$ cat config.mk
export PLATFORM = sky130hd
export DESIGN_NAME = spi_slave_select_sync
export DESIGN_NICKNAME = d
export VERILOG_FILES = /design/src/rtl/spi_slave_select_pkg.sv /design/src/rtl/spi_slave_select_sync.sv
export SDC_FILE = /design/constraint.sdc
export NUM_CORES = 1
export LEC_CHECK = 0
export BUFFER_PORTS_ARGS = -buffer_cell sky130_fd_sc_hd__buf_2
export CAP_MARGIN = 20
export CORE_MARGIN = 2
export CORE_UTILIZATION = 31
export CTS_CLUSTER_DIAMETER = 30
export CTS_CLUSTER_SIZE = 10
export DETAILED_ROUTE_END_ITERATION = 10
export GPL_TIMING_DRIVEN = 0
export PLACE_DENSITY = 0.53
export REMOVE_ABC_BUFFERS = 1
export SLEW_MARGIN = 40
export SYNTH_ARGS = -nofsm -noshare
export SYNTH_HDL_FRONTEND = slang
export SYNTH_SLANG_ARGS = --single-unit
export TNS_END_PERCENT = 20
$ cat constraint.sdc
create_clock -name ref_clk -period 2.75 [get_ports ref_clk]
set_clock_uncertainty 0.05 [all_clocks]
set_input_delay 0.275 -clock ref_clk [delete_from_list [all_inputs] [get_ports ref_clk]]
set_output_delay 0.275 -clock ref_clk [all_outputs]
set_load 0.02 [all_outputs]
$ cat src/rtl/spi_slave_select_pkg.sv
// shared constants and types for the select-synchronised serial port
package spi_slave_select_pkg;

    // register byte addresses on the bus
    localparam logic [7:0] CTRL_ADDR   = 8'h00;
    localparam logic [7:0] STATUS_ADDR = 8'h04;
    localparam logic [7:0] BUF_ADDR    = 8'h08;
    localparam logic [7:0] IRQ_ADDR    = 8'h0C;
    localparam logic [7:0] MASK_ADDR   = 8'h10;
    localparam logic [7:0] SLEEP_ADDR  = 8'h14;

    // control register fields
    localparam int MODE_LSB        = 0;
    localparam int IDLE_POL_BIT    = 4;
    localparam int ENABLE_BIT      = 5;
    localparam int CLK_EDGE_BIT    = 6;
    localparam int SAMPLE_BIT      = 7;
    localparam logic [7:0] CTRL_RESET = 8'h00;

    // port mode codes
    localparam logic [3:0] MODE_MASTER     = 4'h0;
    localparam logic [3:0] MODE_SLAVE_SEL  = 4'h4;
    localparam logic [3:0] MODE_SLAVE_FREE = 4'h5;

    // status fields
    localparam int BUF_FULL_BIT    = 0;
    localparam int COLLISION_BIT   = 1;
    localparam int OVERFLOW_BIT    = 2;
    localparam int SELECT_BIT      = 3;

    // interrupt status bits
    localparam int IRQ_BYTE_BIT    = 0;
    localparam int IRQ_SEL_BIT     = 1;
    localparam logic [1:0] IRQ_RESET = 2'h0;

    localparam logic [2:0] BIT_COUNT_RESET = 3'h0;
    localparam logic [5:0] MASTER_DIV      = 6'h04;

    localparam logic [1:0] RESP_OKAY   = 2'h0;
    localparam logic [1:0] RESP_SLVERR = 2'h2;

    typedef struct packed {
        logic sclk;
        logic selN;
        logic mosi;
    } link_in_t;

    typedef struct packed {
        logic sclkOut;
        logic sclkOe;
        logic misoOut;
        logic misoOe;
    } link_out_t;

    typedef enum logic [1:0] {
        IDLE,
        SHIFT,
        FROZEN
    } shift_state_t;

endpackage : spi_slave_select_pkg

$ cat src/rtl/spi_slave_select_sync.sv
// serial port in spi mode with slave select synchronisation
// Function
// - select-gated slave operation only when port mode field equals 0100
// - select low in that mode enables shifting and drives the data output
// - select rising floats the data output after about three clock cycles of synchroniser lag, even mid byte
// - select high resets the serial module, realigning a slave that slipped
// - module reset clears bit counter; caused by select high or enable clear
// - slave shifts from external clock even in sleep, flags after eight bits
// - master sleep freezes the transfer; it resumes where it stopped
// - msb first; full byte moves to buffer, sets buffer full and flag
`timescale 1ns/100ps
module spi_slave_select_sync
    import spi_slave_select_pkg::*;
(
    input  wire logic        ref_clk,
    input  wire logic        reset,
    input  wire logic [7:0]  s_axi_awaddr,
    input  wire logic        s_axi_awvalid,
    output logic             s_axi_awready,
    input  wire logic [31:0] s_axi_wdata,
    input  wire logic [3:0]  s_axi_wstrb,
    input  wire logic        s_axi_wvalid,
    output logic             s_axi_wready,
    output logic [1:0]       s_axi_bresp,
    output logic             s_axi_bvalid,
    input  wire logic        s_axi_bready,
    input  wire logic [7:0]  s_axi_araddr,
    input  wire logic        s_axi_arvalid,
    output logic             s_axi_arready,
    output logic [31:0]      s_axi_rdata,
    output logic [1:0]       s_axi_rresp,
    output logic             s_axi_rvalid,
    input  wire logic        s_axi_rready,
    input  wire link_in_t    linkIn,
    output link_out_t        linkOut,
    output logic             irq,
    output logic             wake
);

    logic [7:0]   ctrl_r;
    logic [7:0]   irqMask_r;
    logic [1:0]   irqStat_r;
    logic         sleep_r;
    logic [7:0]   shift_r;
    logic [7:0]   rxBuf_r;
    logic [2:0]   bitCnt_r;
    logic         bufFull_r;
    logic         collision_r;
    logic         overflow_r;
    shift_state_t state_r;
    logic [2:0]   sclkSync_r;
    logic [2:0]   selSync_r;
    logic [1:0]   mosiSync_r;
    logic [5:0]   divCnt_r;
    logic         mClk_r;
    logic         sampleBit_r;

    // synchronisers: stage 0 feeds only stage 1
    always_ff @(posedge ref_clk) begin
        if (reset) begin
            sclkSync_r <= 3'h0;
            selSync_r  <= 3'h7;
            mosiSync_r <= 2'h0;
        end else begin
            sclkSync_r <= {sclkSync_r[1:0], linkIn.sclk};
            selSync_r  <= {selSync_r[1:0], linkIn.selN};
            mosiSync_r <= {mosiSync_r[0], linkIn.mosi};
        end
    end

    logic [3:0] mode;
    logic       enabled;
    logic       slaveMode;
    logic       selCtrl;
    logic       selHigh;
    logic       selFall;
    logic       idlePol;
    logic       edgeSel;
    logic       sclkRise;
    logic       sclkFall;
    logic       leadEdge;
    logic       trailEdge;
    logic       masterMode;
    logic       masterTick;
    logic       sampleEdge;
    logic       shiftEdge;
    logic       moduleReset;
    logic       byteDone;
    logic       serIn;

    assign mode       = ctrl_r[MODE_LSB +: 4];
    assign enabled    = ctrl_r[ENABLE_BIT];
    assign idlePol    = ctrl_r[IDLE_POL_BIT];
    assign edgeSel    = ctrl_r[CLK_EDGE_BIT];
    assign masterMode = enabled && (mode == MODE_MASTER);
    assign slaveMode  = enabled && (mode == MODE_SLAVE_SEL
                                    || mode == MODE_SLAVE_FREE);
    assign selCtrl    = enabled && (mode == MODE_SLAVE_SEL);
    // stage 1, as the data output enable uses: the falling edge cycle
    // must not still be held in module reset, or no byte ever starts
    assign selHigh    = selCtrl && selSync_r[1];
    assign selFall    = selSync_r[2] && !selSync_r[1];
    // edges compare stage 1 with stage 2, in step with the data stage
    assign sclkRise   = sclkSync_r[1] && !sclkSync_r[2];
    assign sclkFall   = !sclkSync_r[1] && sclkSync_r[2];
    // leading edge leaves idle level, trailing edge returns to it
    assign leadEdge   = idlePol ? sclkFall : sclkRise;
    assign trailEdge  = idlePol ? sclkRise : sclkFall;
    assign serIn      = mosiSync_r[1];
    // divider tick: sleep stops it, freezing a master transfer
    // limitation: fixed ratio, no programmable bit rate
    assign masterTick = masterMode && !sleep_r
                        && (divCnt_r == MASTER_DIV);
    // clock edge bit set: sample on leading, shift on trailing
    assign sampleEdge = slaveMode ? (edgeSel ? leadEdge : trailEdge)
                                  : (masterTick && mClk_r == idlePol);
    assign shiftEdge  = slaveMode ? (edgeSel ? trailEdge : leadEdge)
                                  : (masterTick && mClk_r != idlePol);
    assign moduleReset = !enabled || selHigh;
    assign byteDone   = (state_r == SHIFT) && shiftEdge
                        && (bitCnt_r == 3'h7);

    always_ff @(posedge ref_clk) begin
        if (reset) begin
            divCnt_r <= 6'h00;
            mClk_r   <= 1'b0;
        end else if (!masterMode || state_r == IDLE) begin
            divCnt_r <= 6'h00;
            mClk_r   <= idlePol;
        end else if (!sleep_r) begin
            divCnt_r <= masterTick ? 6'h00 : divCnt_r + 6'h01;
            if (masterTick) begin
                mClk_r <= !mClk_r;
            end
        end
    end

    // bus write handshake: address and data taken in either order
    logic        awHeld_r;
    logic        wHeld_r;
    logic [7:0]  awAddr_r;
    logic [31:0] wData_r;
    logic [3:0]  wStrb_r;
    logic        doWrite;
    logic        bufWrite;
    logic        bufRead;

    assign doWrite  = awHeld_r && wHeld_r && !s_axi_bvalid;
    assign bufWrite = doWrite && awAddr_r == BUF_ADDR && wStrb_r[0];

    always_ff @(posedge ref_clk) begin
        if (reset) begin
            awHeld_r      <= 1'b0;
            wHeld_r       <= 1'b0;
            awAddr_r      <= 8'h00;
            wData_r       <= 32'h0;
            wStrb_r       <= 4'h0;
            s_axi_awready <= 1'b0;
            s_axi_wready  <= 1'b0;
            s_axi_bvalid  <= 1'b0;
            s_axi_bresp   <= RESP_OKAY;
        end else begin
            s_axi_awready <= !awHeld_r && !s_axi_awready && s_axi_awvalid;
            s_axi_wready  <= !wHeld_r && !s_axi_wready && s_axi_wvalid;
            if (s_axi_awvalid && s_axi_awready) begin
                awHeld_r <= 1'b1;
                awAddr_r <= s_axi_awaddr;
            end
            if (s_axi_wvalid && s_axi_wready) begin
                wHeld_r <= 1'b1;
                wData_r <= s_axi_wdata;
                wStrb_r <= s_axi_wstrb;
            end
            if (doWrite) begin
                awHeld_r     <= 1'b0;
                wHeld_r      <= 1'b0;
                s_axi_bvalid <= 1'b1;
                s_axi_bresp  <= (awAddr_r > SLEEP_ADDR
                                 || awAddr_r[1:0] != 2'h0)
                                ? RESP_SLVERR : RESP_OKAY;
            end else if (s_axi_bvalid && s_axi_bready) begin
                s_axi_bvalid <= 1'b0;
            end
        end
    end

    always_ff @(posedge ref_clk) begin
        if (reset) begin
            ctrl_r    <= CTRL_RESET;
            irqMask_r <= 8'h00;
            sleep_r   <= 1'b0;
        end else if (doWrite && wStrb_r[0]) begin
            case (awAddr_r)
                CTRL_ADDR:  ctrl_r    <= wData_r[7:0];
                MASK_ADDR:  irqMask_r <= wData_r[7:0];
                SLEEP_ADDR: sleep_r   <= wData_r[0];
                default: ;
            endcase
        end
    end

    // shift engine; sleep does not stop slave shifting
    always_ff @(posedge ref_clk) begin
        if (reset) begin
            state_r     <= IDLE;
            bitCnt_r    <= BIT_COUNT_RESET;
            shift_r     <= 8'h00;
            sampleBit_r <= 1'b0;
        end else begin
            if (moduleReset) begin
                bitCnt_r <= BIT_COUNT_RESET;
                state_r  <= IDLE;
            end
            // a slave is loaded while deselected, so module reset must not
            // swallow the write; it only realigns the counter
            if (bufWrite && state_r == IDLE) begin
                shift_r <= wData_r[7:0];
                state_r <= masterMode ? SHIFT : IDLE;
            end
            if (!moduleReset && slaveMode && state_r == IDLE
                && (!selCtrl || selFall)) begin
                state_r  <= SHIFT;
                bitCnt_r <= BIT_COUNT_RESET;
            end
            if (!moduleReset && state_r == SHIFT) begin
                if (sampleEdge) begin
                    sampleBit_r <= serIn;
                end
                if (shiftEdge) begin
                    shift_r  <= {shift_r[6:0], sampleBit_r};
                    bitCnt_r <= bitCnt_r + 3'h1;
                    if (bitCnt_r == 3'h7 && masterMode) begin
                        state_r <= IDLE;
                    end
                end
            end
        end
    end

    // buffer; a new byte wins over a same-cycle read clear
    always_ff @(posedge ref_clk) begin
        if (reset) begin
            rxBuf_r     <= 8'h00;
            bufFull_r   <= 1'b0;
            overflow_r  <= 1'b0;
            collision_r <= 1'b0;
        end else begin
            if (byteDone) begin
                rxBuf_r   <= {shift_r[6:0], sampleBit_r};
                bufFull_r <= 1'b1;
                if (bufFull_r) begin
                    overflow_r <= 1'b1;
                end
            end else if (bufRead) begin
                bufFull_r <= 1'b0;
            end
            if (bufWrite && state_r == SHIFT) begin
                collision_r <= 1'b1;
            end else if (doWrite && awAddr_r == STATUS_ADDR
                         && wStrb_r[0]) begin
                if (wData_r[COLLISION_BIT]) begin
                    collision_r <= 1'b0;
                end
                // a new overflow in the same cycle wins over the clear
                if (wData_r[OVERFLOW_BIT] && !(byteDone && bufFull_r)) begin
                    overflow_r <= 1'b0;
                end
            end
        end
    end

    // sticky events, write one to clear, set wins
    logic [1:0] irqEvents;
    assign irqEvents = {selCtrl && selFall, byteDone};

    always_ff @(posedge ref_clk) begin
        if (reset) begin
            irqStat_r <= IRQ_RESET;
            irq       <= 1'b0;
            wake      <= 1'b0;
        end else begin
            if (doWrite && awAddr_r == IRQ_ADDR && wStrb_r[0]) begin
                irqStat_r <= (irqStat_r & ~wData_r[1:0]) | irqEvents;
            end else begin
                irqStat_r <= irqStat_r | irqEvents;
            end
            irq  <= |(irqStat_r & irqMask_r[1:0]);
            wake <= sleep_r && irqStat_r[IRQ_BYTE_BIT]
                    && irqMask_r[IRQ_BYTE_BIT];
        end
    end

    // read channel
    // buffer read clears full at the address handshake, not at rready
    assign bufRead = s_axi_arvalid && s_axi_arready && s_axi_araddr == BUF_ADDR;

    always_ff @(posedge ref_clk) begin
        if (reset) begin
            s_axi_arready <= 1'b0;
            s_axi_rvalid  <= 1'b0;
            s_axi_rdata   <= 32'h0;
            s_axi_rresp   <= RESP_OKAY;
        end else begin
            s_axi_arready <= !s_axi_rvalid && !s_axi_arready && s_axi_arvalid;
            if (s_axi_arvalid && s_axi_arready) begin
                s_axi_rvalid <= 1'b1;
                s_axi_rresp  <= RESP_OKAY;
                case (s_axi_araddr)
                    CTRL_ADDR:   s_axi_rdata <= {24'h0, ctrl_r};
                    STATUS_ADDR: s_axi_rdata <= {28'h0, selSync_r[2],
                                     overflow_r, collision_r, bufFull_r};
                    BUF_ADDR:    s_axi_rdata <= {24'h0, rxBuf_r};
                    IRQ_ADDR:    s_axi_rdata <= {30'h0, irqStat_r};
                    MASK_ADDR:   s_axi_rdata <= {24'h0, irqMask_r};
                    SLEEP_ADDR:  s_axi_rdata <= {31'h0, sleep_r};
                    default: begin
                        s_axi_rdata <= 32'h0;
                        s_axi_rresp <= RESP_SLVERR;
                    end
                endcase
            end else if (s_axi_rvalid && s_axi_rready) begin
                s_axi_rvalid <= 1'b0;
            end
        end
    end

    // pins: output floats the cycle after stage 1 sees select high
    // lag: about three clock cycles of drive after select rises
    always_ff @(posedge ref_clk) begin
        if (reset) begin
            linkOut <= '0;
        end else begin
            linkOut.misoOut <= shift_r[7];
            linkOut.misoOe  <= masterMode
                || (slaveMode && !(selCtrl && selSync_r[1]));
            linkOut.sclkOut <= masterMode ? mClk_r : idlePol;
            linkOut.sclkOe  <= masterMode;
        end
    end

endmodule : spi_slave_select_sync

== Word-level counts from Yosys, hierarchy flattened ==
Cells that the tools add are included.
Cells by class
  div/mod/pow operators: 0
  order comparisons: 1
  equal/unequal tests: 18
  reductions and logical operators: 92
  multipliers: 0
  add/sub/neg operators: 2
  muxes and demuxes: 43
  bitwise operators: 5
  shift operators: 0
Operators by type and width (number)
  $pmux W8 S6: 1
  $logic_and A1 B1 Y1: 47
  $eq A8 B4 Y1 const B: 4
  $eq A8 B5 Y1 const B: 4
  $mux W1: 25
  $mux W8: 3
  $logic_not A1 Y1: 18
  $mux W2: 9
  $eq A8 B3 Y1 const B: 2
  $logic_not A8 Y1: 2
  $reduce_bool A2 Y1: 7
  $mux W3: 4
  $reduce_and A2 Y1: 6
  $eq A4 B3 Y1 const B: 2
  $gt A8 B5 Y1 const B: 1
  $add A6 B1 Y6 const B: 1
  $eq A6 B3 Y1 const B: 1
  $logic_or A1 B1 Y1: 6
  $mux W6: 1
  $reduce_or A2 Y1: 3
  $reduce_or A6 Y1: 1
  $and A2 B2 Y2: 2
  $logic_not A4 Y1: 1
  $or A2 B2 Y2: 2
  8 further kinds: 8
Word-level totals
  bits in read-only memories: 0
  memories kept: 0
  logic and storage cells: 197
  output and inout port bits: 47
  register bits after elaboration: 125
  input bits: 62
  RAM bits: 0
  bits in latches: 0

== Depth between registers and ports, before layout ==
Gate-level depths: netlist of the first run.
  word-level depth: 14
  mapped depth: 8

== Worst setup path after synthesis of the first run ==
No wires, ideal clock.
  kind: register -> register
  start: reg divCnt_r[0]
  end: reg rxBuf_r[0]
  clock period less this slack: 2.156 ns
  setup time: 0.072 ns
  required time: 2.628 ns
  setup slack: 0.594 ns
  buffers on the path: 1
  arrival: 2.034 ns
  cell stages (with the launch flop): 9
  path through: dfxtp_1 -> inv_1 -> ha_1 -> or4b_4 -> or3b_1 -> nor3_2 -> o211a_1 -> buf_6 -> mux2i_1
On the way
  word-level cells in the longest chain between the ends: 6
Ends and longest elaborated chain
  start: declaration: line spi_slave_select_sync.sv:54  | logic [5:0] divCnt_r;
  start signal: assignment: line spi_slave_select_sync.sv:131  | divCnt_r <= masterTick ? 6'h00 : divCnt_r + 6'h01;
  $eq A6 B3 Y1: line spi_slave_select_sync.sv:113  | && (divCnt_r == MASTER_DIV);
  $logic_and A1 B1 Y1: line spi_slave_select_sync.sv:113
  $logic_and A1 B1 Y1: line spi_slave_select_sync.sv:118  | : (masterTick && mClk_r != idlePol);
  $mux W1: line spi_slave_select_sync.sv:117  | assign shiftEdge = slaveMode ? (edgeSel ? trailEdge : leadEdge)
  $logic_and A1 B1 Y1: line spi_slave_select_sync.sv:120  | assign byteDone = (state_r == SHIFT) && shiftEdge
  $logic_and A1 B1 Y1: line spi_slave_select_sync.sv:121  | && (bitCnt_r == 3'h7);
  end signal: assignment: line spi_slave_select_sync.sv:249  | rxBuf_r <= {shift_r[6:0], sampleBit_r};
  end: declaration: line spi_slave_select_sync.sv:45  | logic [7:0] rxBuf_r;
No other way between the ends.
A chain may end at the register's enable or synchronous reset.

== Worst setup path after layout of the first run ==
Ends and elaborated chain as after synthesis.

==> impl_metrics.csv, run 1 <==
group,metric,value,unit
routing,vias,3604,
yosys,synth_enable_flop_cells,0,
global_routing,grt_max_degree,78,
yosys,ys.warnings.count,0,
yosys,netlist_area,4501,um^2
floorplanning,die_width,124.5,um
cts,ctsHoldBuffers,0,
power,vdd_ir_drop_max,234.0,uV
yosys,yosys.area.top_type_share,0.4404,
placed_design,post-place-ws,0.2169,ns
job,drv.max_cap_violation_count,0,
cts,cts_buffer_depth,2,
yosys,synth.avg_cell_area,8.508,um^2
floorplanning,design.portCount,109,
setup_path,critPathBufInv,1,
cts,clk_pin_slew,0.06,ns
routing,avgRoutedWirePerCell,13.25,um
placed_design,total_half_perimeter_wirelength_after_legalization_and_detailed_placement,7267,um
global_routing,grt_pass1_wl,16720,um
floorplanning,area_of_the_placeable_core,14370,um^2
power,power_density,566.1,nW/um^2
routing,drc,0,
setup_path,slowest_stage,"sky130_fd_sc_hd__or4b_4",
cells_and_area,n_fill_cell,1494,
yosys,synth.top_cells.by_area,"sky130_fd_sc_hd__dfxtp_1 (44%), sky130_fd_sc_hd__nand2_1 (8.8%), sky130_fd_sc_hd__mux2i_1 (5.3%)",
setup_path,critical_path_class,"flop to flop",
routing,vias_per_cell,4.774,
setup_path,stage_delay_of_the_slowest_cell_on_the_critical_path,0.48,ns
sta,finalWorstPathRequiredPeriod,2.529,ns
cts,post_cts_resize_count,0,
cells_and_area,multiInputGateArea,2287,um^2
global_routing,first_global_vias,3392,
setup_path,worst_path_maximum_fanout,9,
floorplanning,dieArea,15500,um^2
placed_design,gp_routability_congestion,0.7845,
cts,clock_tree_from_tritoncts,"built",
sta,rsz0062_at_grt,"false",
cells_and_area,post_route_cells_drive_above_1_share,0.1576,
setup_path,crit_cells,7,
power,p_leak,1.879,nW
setup_path,startpoint_types,"flop",
yosys,ys_types,61,
setup_path,crit_chain,"inv_1, ha_1, or4b_4, or3b_1, nor3_2, o211a_1, mux2i_1",
cells_and_area,layout_common_cells,"sky130_fd_sc_hd__nand2_1 (106), sky130_fd_sc_hd__dfxtp_1 (99), sky130_fd_sc_hd__buf_2 (54), sky130_fd_sc_hd__a21oi_1 (43), sky130_fd_sc_hd__nor2_1 (37)",
cts,cts-buffers-inserted,9,
setup_path,crit_family,"simple AND/OR/NAND/NOR gates",
sta,hold_violations,0,
sta,period_share,0.9197,
cts,clock_sink_count,99,
sta,timing_max_transition_violations_final,0,
cells_and_area,design.final.nets,633,
cells_and_area,layout_commonest_cell,"sky130_fd_sc_hd__nand2_1",
yosys,synthesis.instances,529,
global_routing,grt_overflow_total,0,
routing,antenna_left,0,
outcome,outcome,"finished, final reports clean",
floorplanning,core.rowCount,44,
setup_path,r2r_cells,7,
sta,timing.final.setup_violations,0,
worst_hold_path,worstHoldPathCells,2,
routing,drt_wl_total,10000,um
floorplanning,die_h,124.5,um
setup_path,worst_setup_path_end_kind,"flop",
routing,first_pass_iters,6,
cts,clk_latency,0.35,ns
yosys,ys_async_sr_fraction,0,
global_routing,grt_antenna_before_repair,0,
cts,cts_htree_levels,3,
sta,setup_slack_of_the_critical_path_after_layout,0.2208,ns
cts,post_cts_setup_driven_buffer_insertion_count,0,
global_routing,gr-usage-all-layers,0.1327,
placed_design,portBuffers,55,
cts,clk_root_buffer_cell,"sky130_fd_sc_hd__clkbuf_16",
sta,max_freq,0.3954,GHz
setup_path,timing.critical_path.arrival,2.76,ns
yosys,yosysSeqAreaShare,0.4404,
setup_path,critPathRequiredTime,2.98,ns
cells_and_area,register_area,1982,um^2
cells_and_area,antenna_cells,0,
cells_and_area,flow.area_growth_from_synthesis,13.43,%
yosys,synth-seq-cells,99,
sta,worst-slew-pin-transition,0.7090,ns
worst_hold_path,hold_class,"input port to flop",
floorplanning,start_util,0.3132,
routing,drtIter0Drc,169,
yosys,synth_top_area_cell,"sky130_fd_sc_hd__dfxtp_1",
yosys,ys_dominant_reg_cell,"sky130_fd_sc_hd__dfxtp_1",
sta,slew_headroom,0.5253,
sta,final.setup.tns,0,ns
stage by stage:
stage               instances  total power [mW]  hold WS [ns]  utilization  instance area [um^2]
global route              755             3.002       0.06484       0.3553                  5105
detailed placement        739             1.658        0.3564       0.3334                  4791
CTS                       754             2.930       0.05459       0.3539                  5085
floorplan                 500             1.584        0.2941            -                  4269
global placement          739             1.654        0.3549       0.3323                  4775
finish                    755             2.890       0.06751       0.3553                  5105
cell type report:
type                            count  share of cell area
Timing Repair Buffer               56             0.05662
Clock inverter                      3            0.009314
Multi-Input combinational cell    395              0.4480
Clock buffer                       12             0.04828
Inverter                            6            0.004412
Tap cell                          184             0.04510
Sequential cell                    99              0.3882
synthesized netlist by cell type (3+ instances only):
cell type	n
sky130_fd_sc_hd__or2_2	3
sky130_fd_sc_hd__ha_1	4
sky130_fd_sc_hd__nand2b_1	10
sky130_fd_sc_hd__clkbuf_1	22
sky130_fd_sc_hd__buf_6	3
sky130_fd_sc_hd__or3_1	4
sky130_fd_sc_hd__nor2b_1	12
sky130_fd_sc_hd__a21oi_1	43
sky130_fd_sc_hd__dfxtp_1	99
sky130_fd_sc_hd__nor2_1	37
sky130_fd_sc_hd__nand2_1	106
sky130_fd_sc_hd__and3_1	10
sky130_fd_sc_hd__mux2_2	5
sky130_fd_sc_hd__inv_1	6
sky130_fd_sc_hd__or4_1	3
sky130_fd_sc_hd__xor2_1	3
sky130_fd_sc_hd__nor3_1	16
sky130_fd_sc_hd__buf_4	26
sky130_fd_sc_hd__a21boi_0	3
sky130_fd_sc_hd__o21ai_0	15
sky130_fd_sc_hd__a22oi_1	6
sky130_fd_sc_hd__xnor2_1	4
sky130_fd_sc_hd__nand3_1	16
sky130_fd_sc_hd__and2_1	3
sky130_fd_sc_hd__nor4b_1	4
sky130_fd_sc_hd__mux2i_1	24
per-layer routing:
| metal | global-route usage | share of wire | vias to the layer above |
|---|---|---|---|
| met5 | 0 | 0 | - |
| met4 | 0.06940 | 0.028 | 0 |
| met3 | 0.02234 | 0.040 | 16 |
| met2 | 0.1990 | 0.43 | 84 |
| met1 | 0.1828 | 0.50 | 1662 |
| li1 | - | - | 1842 |
registers in the layout (all words and copies together), names as in the netlist, 6 cells and up:
signal and cells:
awAddr_r 8, ctrl_r 8, irqMask_r 8, rxBuf_r 8, s_axi_rdata 8, shift_r 8
wData_r 8, divCnt_r 6
report_power, final:
group	total, mW	switching, mW	internal [mW]
clock network	1.26	0.533	0.731
registers	1.47	0.0224	1.45
logic	0.151	0.104	0.0465
cells by family after synthesis:
family	Yosys count	synth area share
AND/OR/NAND/NOR	245	0.2769
flip-flops	99	0.4404
AO/OA/AOI/OAI	83	0.1090
buffers and inverters	60	0.07729
multiplexers	30	0.07089
XOR/XNOR	7	0.01362
adder cells (fa/ha/maj)	4	0.01112
other	1	0.0008332
worst reg2reg max path, stage by stage, from the launching register on:
cell,delay (ns)
sky130_fd_sc_hd__dfxtp_1,0.34
sky130_fd_sc_hd__inv_1,0.06
sky130_fd_sc_hd__ha_1,0.14
sky130_fd_sc_hd__or4b_4,0.48
sky130_fd_sc_hd__or3b_1,0.45
sky130_fd_sc_hd__nor3_2,0.24
sky130_fd_sc_hd__o211a_1,0.47
sky130_fd_sc_hd__mux2i_1,0.24
final timing paths:
kind                                   start           end  slack, ns
worst min register to register  selSync_r[0]  selSync_r[1]       0.36
worst min-delay path               linkIn[1]  selSync_r[0]       0.07
worst max register to register   divCnt_r[0]    rxBuf_r[0]       0.22
worst max-delay path             divCnt_r[0]    rxBuf_r[0]       0.22
Note: power is estimated with default switching activity, not from simulation.
==> run 2: changes to the inputs <==
Settings changed: CTS_BUF_LIST from default to sky130_fd_sc_hd__clkbuf_16, SLEW_MARGIN 40 to 20.
==> impl_metrics.csv, run 2 (synthesis gave the netlist of run 1 again) <==
group,metric,value,unit
floorplanning,start_util,0.3132,
floorplanning,die_width,124.5,um
placed_design,gp_routability_congestion,0.7845,
sta,hold_slack,0.06834,ns
sta,final.setup.tns,0,ns
cts,cts_buffer_depth,2,
floorplanning,die_h,124.5,um
power,vdd_ir_drop_max,248.8,uV
floorplanning,dieArea,15500,um^2
outcome,outcome,"finished, final reports clean",
setup_path,timing.critical_path.arrival,2.75,ns
sta,worst-slew-pin-transition,0.9522,ns
cells_and_area,antenna_cells,0,
routing,vias,3563,
cts,clock_tree_from_tritoncts,"built",
routing,drc,0,
cells_and_area,layout_commonest_cell,"sky130_fd_sc_hd__nand2_1",
routing,first_pass_iters,4,
cells_and_area,post_route_cells_drive_above_1_share,0.1556,
setup_path,stage_delay_of_the_slowest_cell_on_the_critical_path,0.48,ns
power,p_leak,1.865,nW
setup_path,crit_chain,"inv_1, ha_1, or4b_4, or3b_1, nor3_2, o211a_1, mux2i_1",
setup_path,critPathRequiredTime,2.98,ns
cts,cts-buffers-inserted,9,
cells_and_area,layout_common_cells,"sky130_fd_sc_hd__nand2_1 (106), sky130_fd_sc_hd__dfxtp_1 (99), sky130_fd_sc_hd__buf_2 (55), sky130_fd_sc_hd__a21oi_1 (43), sky130_fd_sc_hd__nor2_1 (37)",
cells_and_area,stdcell_area,5050,um^2
sta,period_share,0.9147,
job,drv.max_cap_violation_count,0,
global_routing,grt_max_degree,78,
power,power_density,551.1,nW/um^2
routing,drt_wl_total,10060,um
cts,clk_pin_slew,0.07,ns
placed_design,portBuffers,55,
cts,clk_latency,0.35,ns
power,power_frac_comb,0.053,
setup_path,slowest_stage,"sky130_fd_sc_hd__or4b_4",
placed_design,post_dp_cell_area,4782,um^2
sta,setup_slack_of_the_critical_path_after_layout,0.2345,ns
power,power_frac_seq,0.530,
cts,ctsHoldBuffers,0,
sta,slew_headroom,0.3563,
cells_and_area,stdcell_count,756,
global_routing,grt_antenna_before_repair,0,
cts,post_cts_resize_count,0,
sta,rsz0062_at_grt,"false",
power,clkPwrFrac,0.416,
setup_path,worst_setup_path_end_kind,"flop",
cells_and_area,post-route-util,0.3514,
power,net-switching-power,0.6747,mW
sta,hold_violations,0,
worst_hold_path,hold_class,"input port to flop",
routing,antenna_left,0,
cts,post_cts_setup_driven_buffer_insertion_count,0,
sta,timing_max_transition_violations_final,0,
placed_design,total_half_perimeter_wirelength_after_legalization_and_detailed_placement,7266,um
sta,max_freq,0.3975,GHz
power,post-layout-total-power,2.783,mW
power,swShare,0.2425,
placed_design,post-place-ws,0.2118,ns
setup_path,critical_path_class,"flop to flop",
floorplanning,area_of_the_placeable_core,14370,um^2
setup_path,startpoint_types,"flop",
placed_design,numPlacedInstances,740,
global_routing,grt_pass1_wl,16820,um
cells_and_area,design.final.nets,633,
cts,clk_root_buffer_cell,"sky130_fd_sc_hd__clkbuf_16",
global_routing,first_global_vias,3429,
power,power_report.internal_total,2.108,mW
cts,cts_htree_levels,3,
routing,vias_per_cell,4.713,
routing,avgRoutedWirePerCell,13.31,um
cells_and_area,n_fill_cell,1497,
floorplanning,design.portCount,109,
global_routing,gr-usage-all-layers,0.1334,
cts,clock_sink_count,99,
sta,timing.final.setup_violations,0,
cells_and_area,flow.area_growth_from_synthesis,12.20,%
setup_path,worst_path_maximum_fanout,9,
global_routing,grt_overflow_total,0,
sta,finalWorstPathRequiredPeriod,2.516,ns
floorplanning,core.rowCount,44,
routing,drtIter0Drc,167,
## run 2: cell count changes in the layout (fill, tap and decap cells not counted), sizes merged
cell      previous run  this run
bufinv               1         0
clkbuf              12         9
inv                  7         9
clkinv               1         3
clkinvlp             0         1
## run 2: final cells by class
| class | count | area (um^2) | share of cell area |
|---|---|---|---|
| clock inverters | 7 | 42.54 | 0.008424 |
| flip-flops and latches | 99 | 1982 | 0.3925 |
| multi-input cells | 395 | 2265 | 0.4485 |
| well taps | 184 | 230.2 | 0.04559 |
| inverters | 6 | 22.52 | 0.004460 |
| repair buffers | 56 | 282.8 | 0.05600 |
| clock buffers | 9 | 225.2 | 0.04460 |
## run 2: critical path: cells and delay by family, from the launching register on
kind,cells,cell delay [ns]
adder cells (fa/ha/maj),1,0.14
AO/OA/AOI/OAI,1,0.47
multiplexers,1,0.23
flip-flops,1,0.34
buffers and inverters,1,0.06
AND/OR/NAND/NOR,3,1.16
## run 2: final timing paths
path	startpoint	end	slack (ns)	cells past startpoint
setup / recovery	divCnt_r[0]	rxBuf_r[6]	0.23	7
hold / removal	linkIn[1]	selSync_r[0]	0.07	2
setup reg to reg	divCnt_r[0]	rxBuf_r[6]	0.23	7
hold reg to reg	selSync_r[0]	selSync_r[1]	0.37	1
## run 2: power by group through the flow
| stage | Sequential [mW] | Clock [mW] | Combinational, mW |
|---|---|---|---|
| 2_1_floorplan | 1.51 | 0 | 0.0771 |
| 3_3_place_gp | 1.51 | 0 | 0.147 |
| 3_5_place_dp | 1.51 | 0 | 0.150 |
| 4_1_cts | 1.47 | 1.21 | 0.151 |
| 5_1_grt | 1.48 | 1.25 | 0.167 |
| 6_report | 1.47 | 1.16 | 0.149 |
## run 2: per-layer routing
layer | part of all wire | global-route usage | up-vias
li1 | - | - | 1843
met1 | 0.51 | 0.1805 | 1633
met2 | 0.43 | 0.2060 | 74
met3 | 0.034 | 0.02363 | 13
met4 | 0.027 | 0.06345 | 0
met5 | 0 | 0 | -
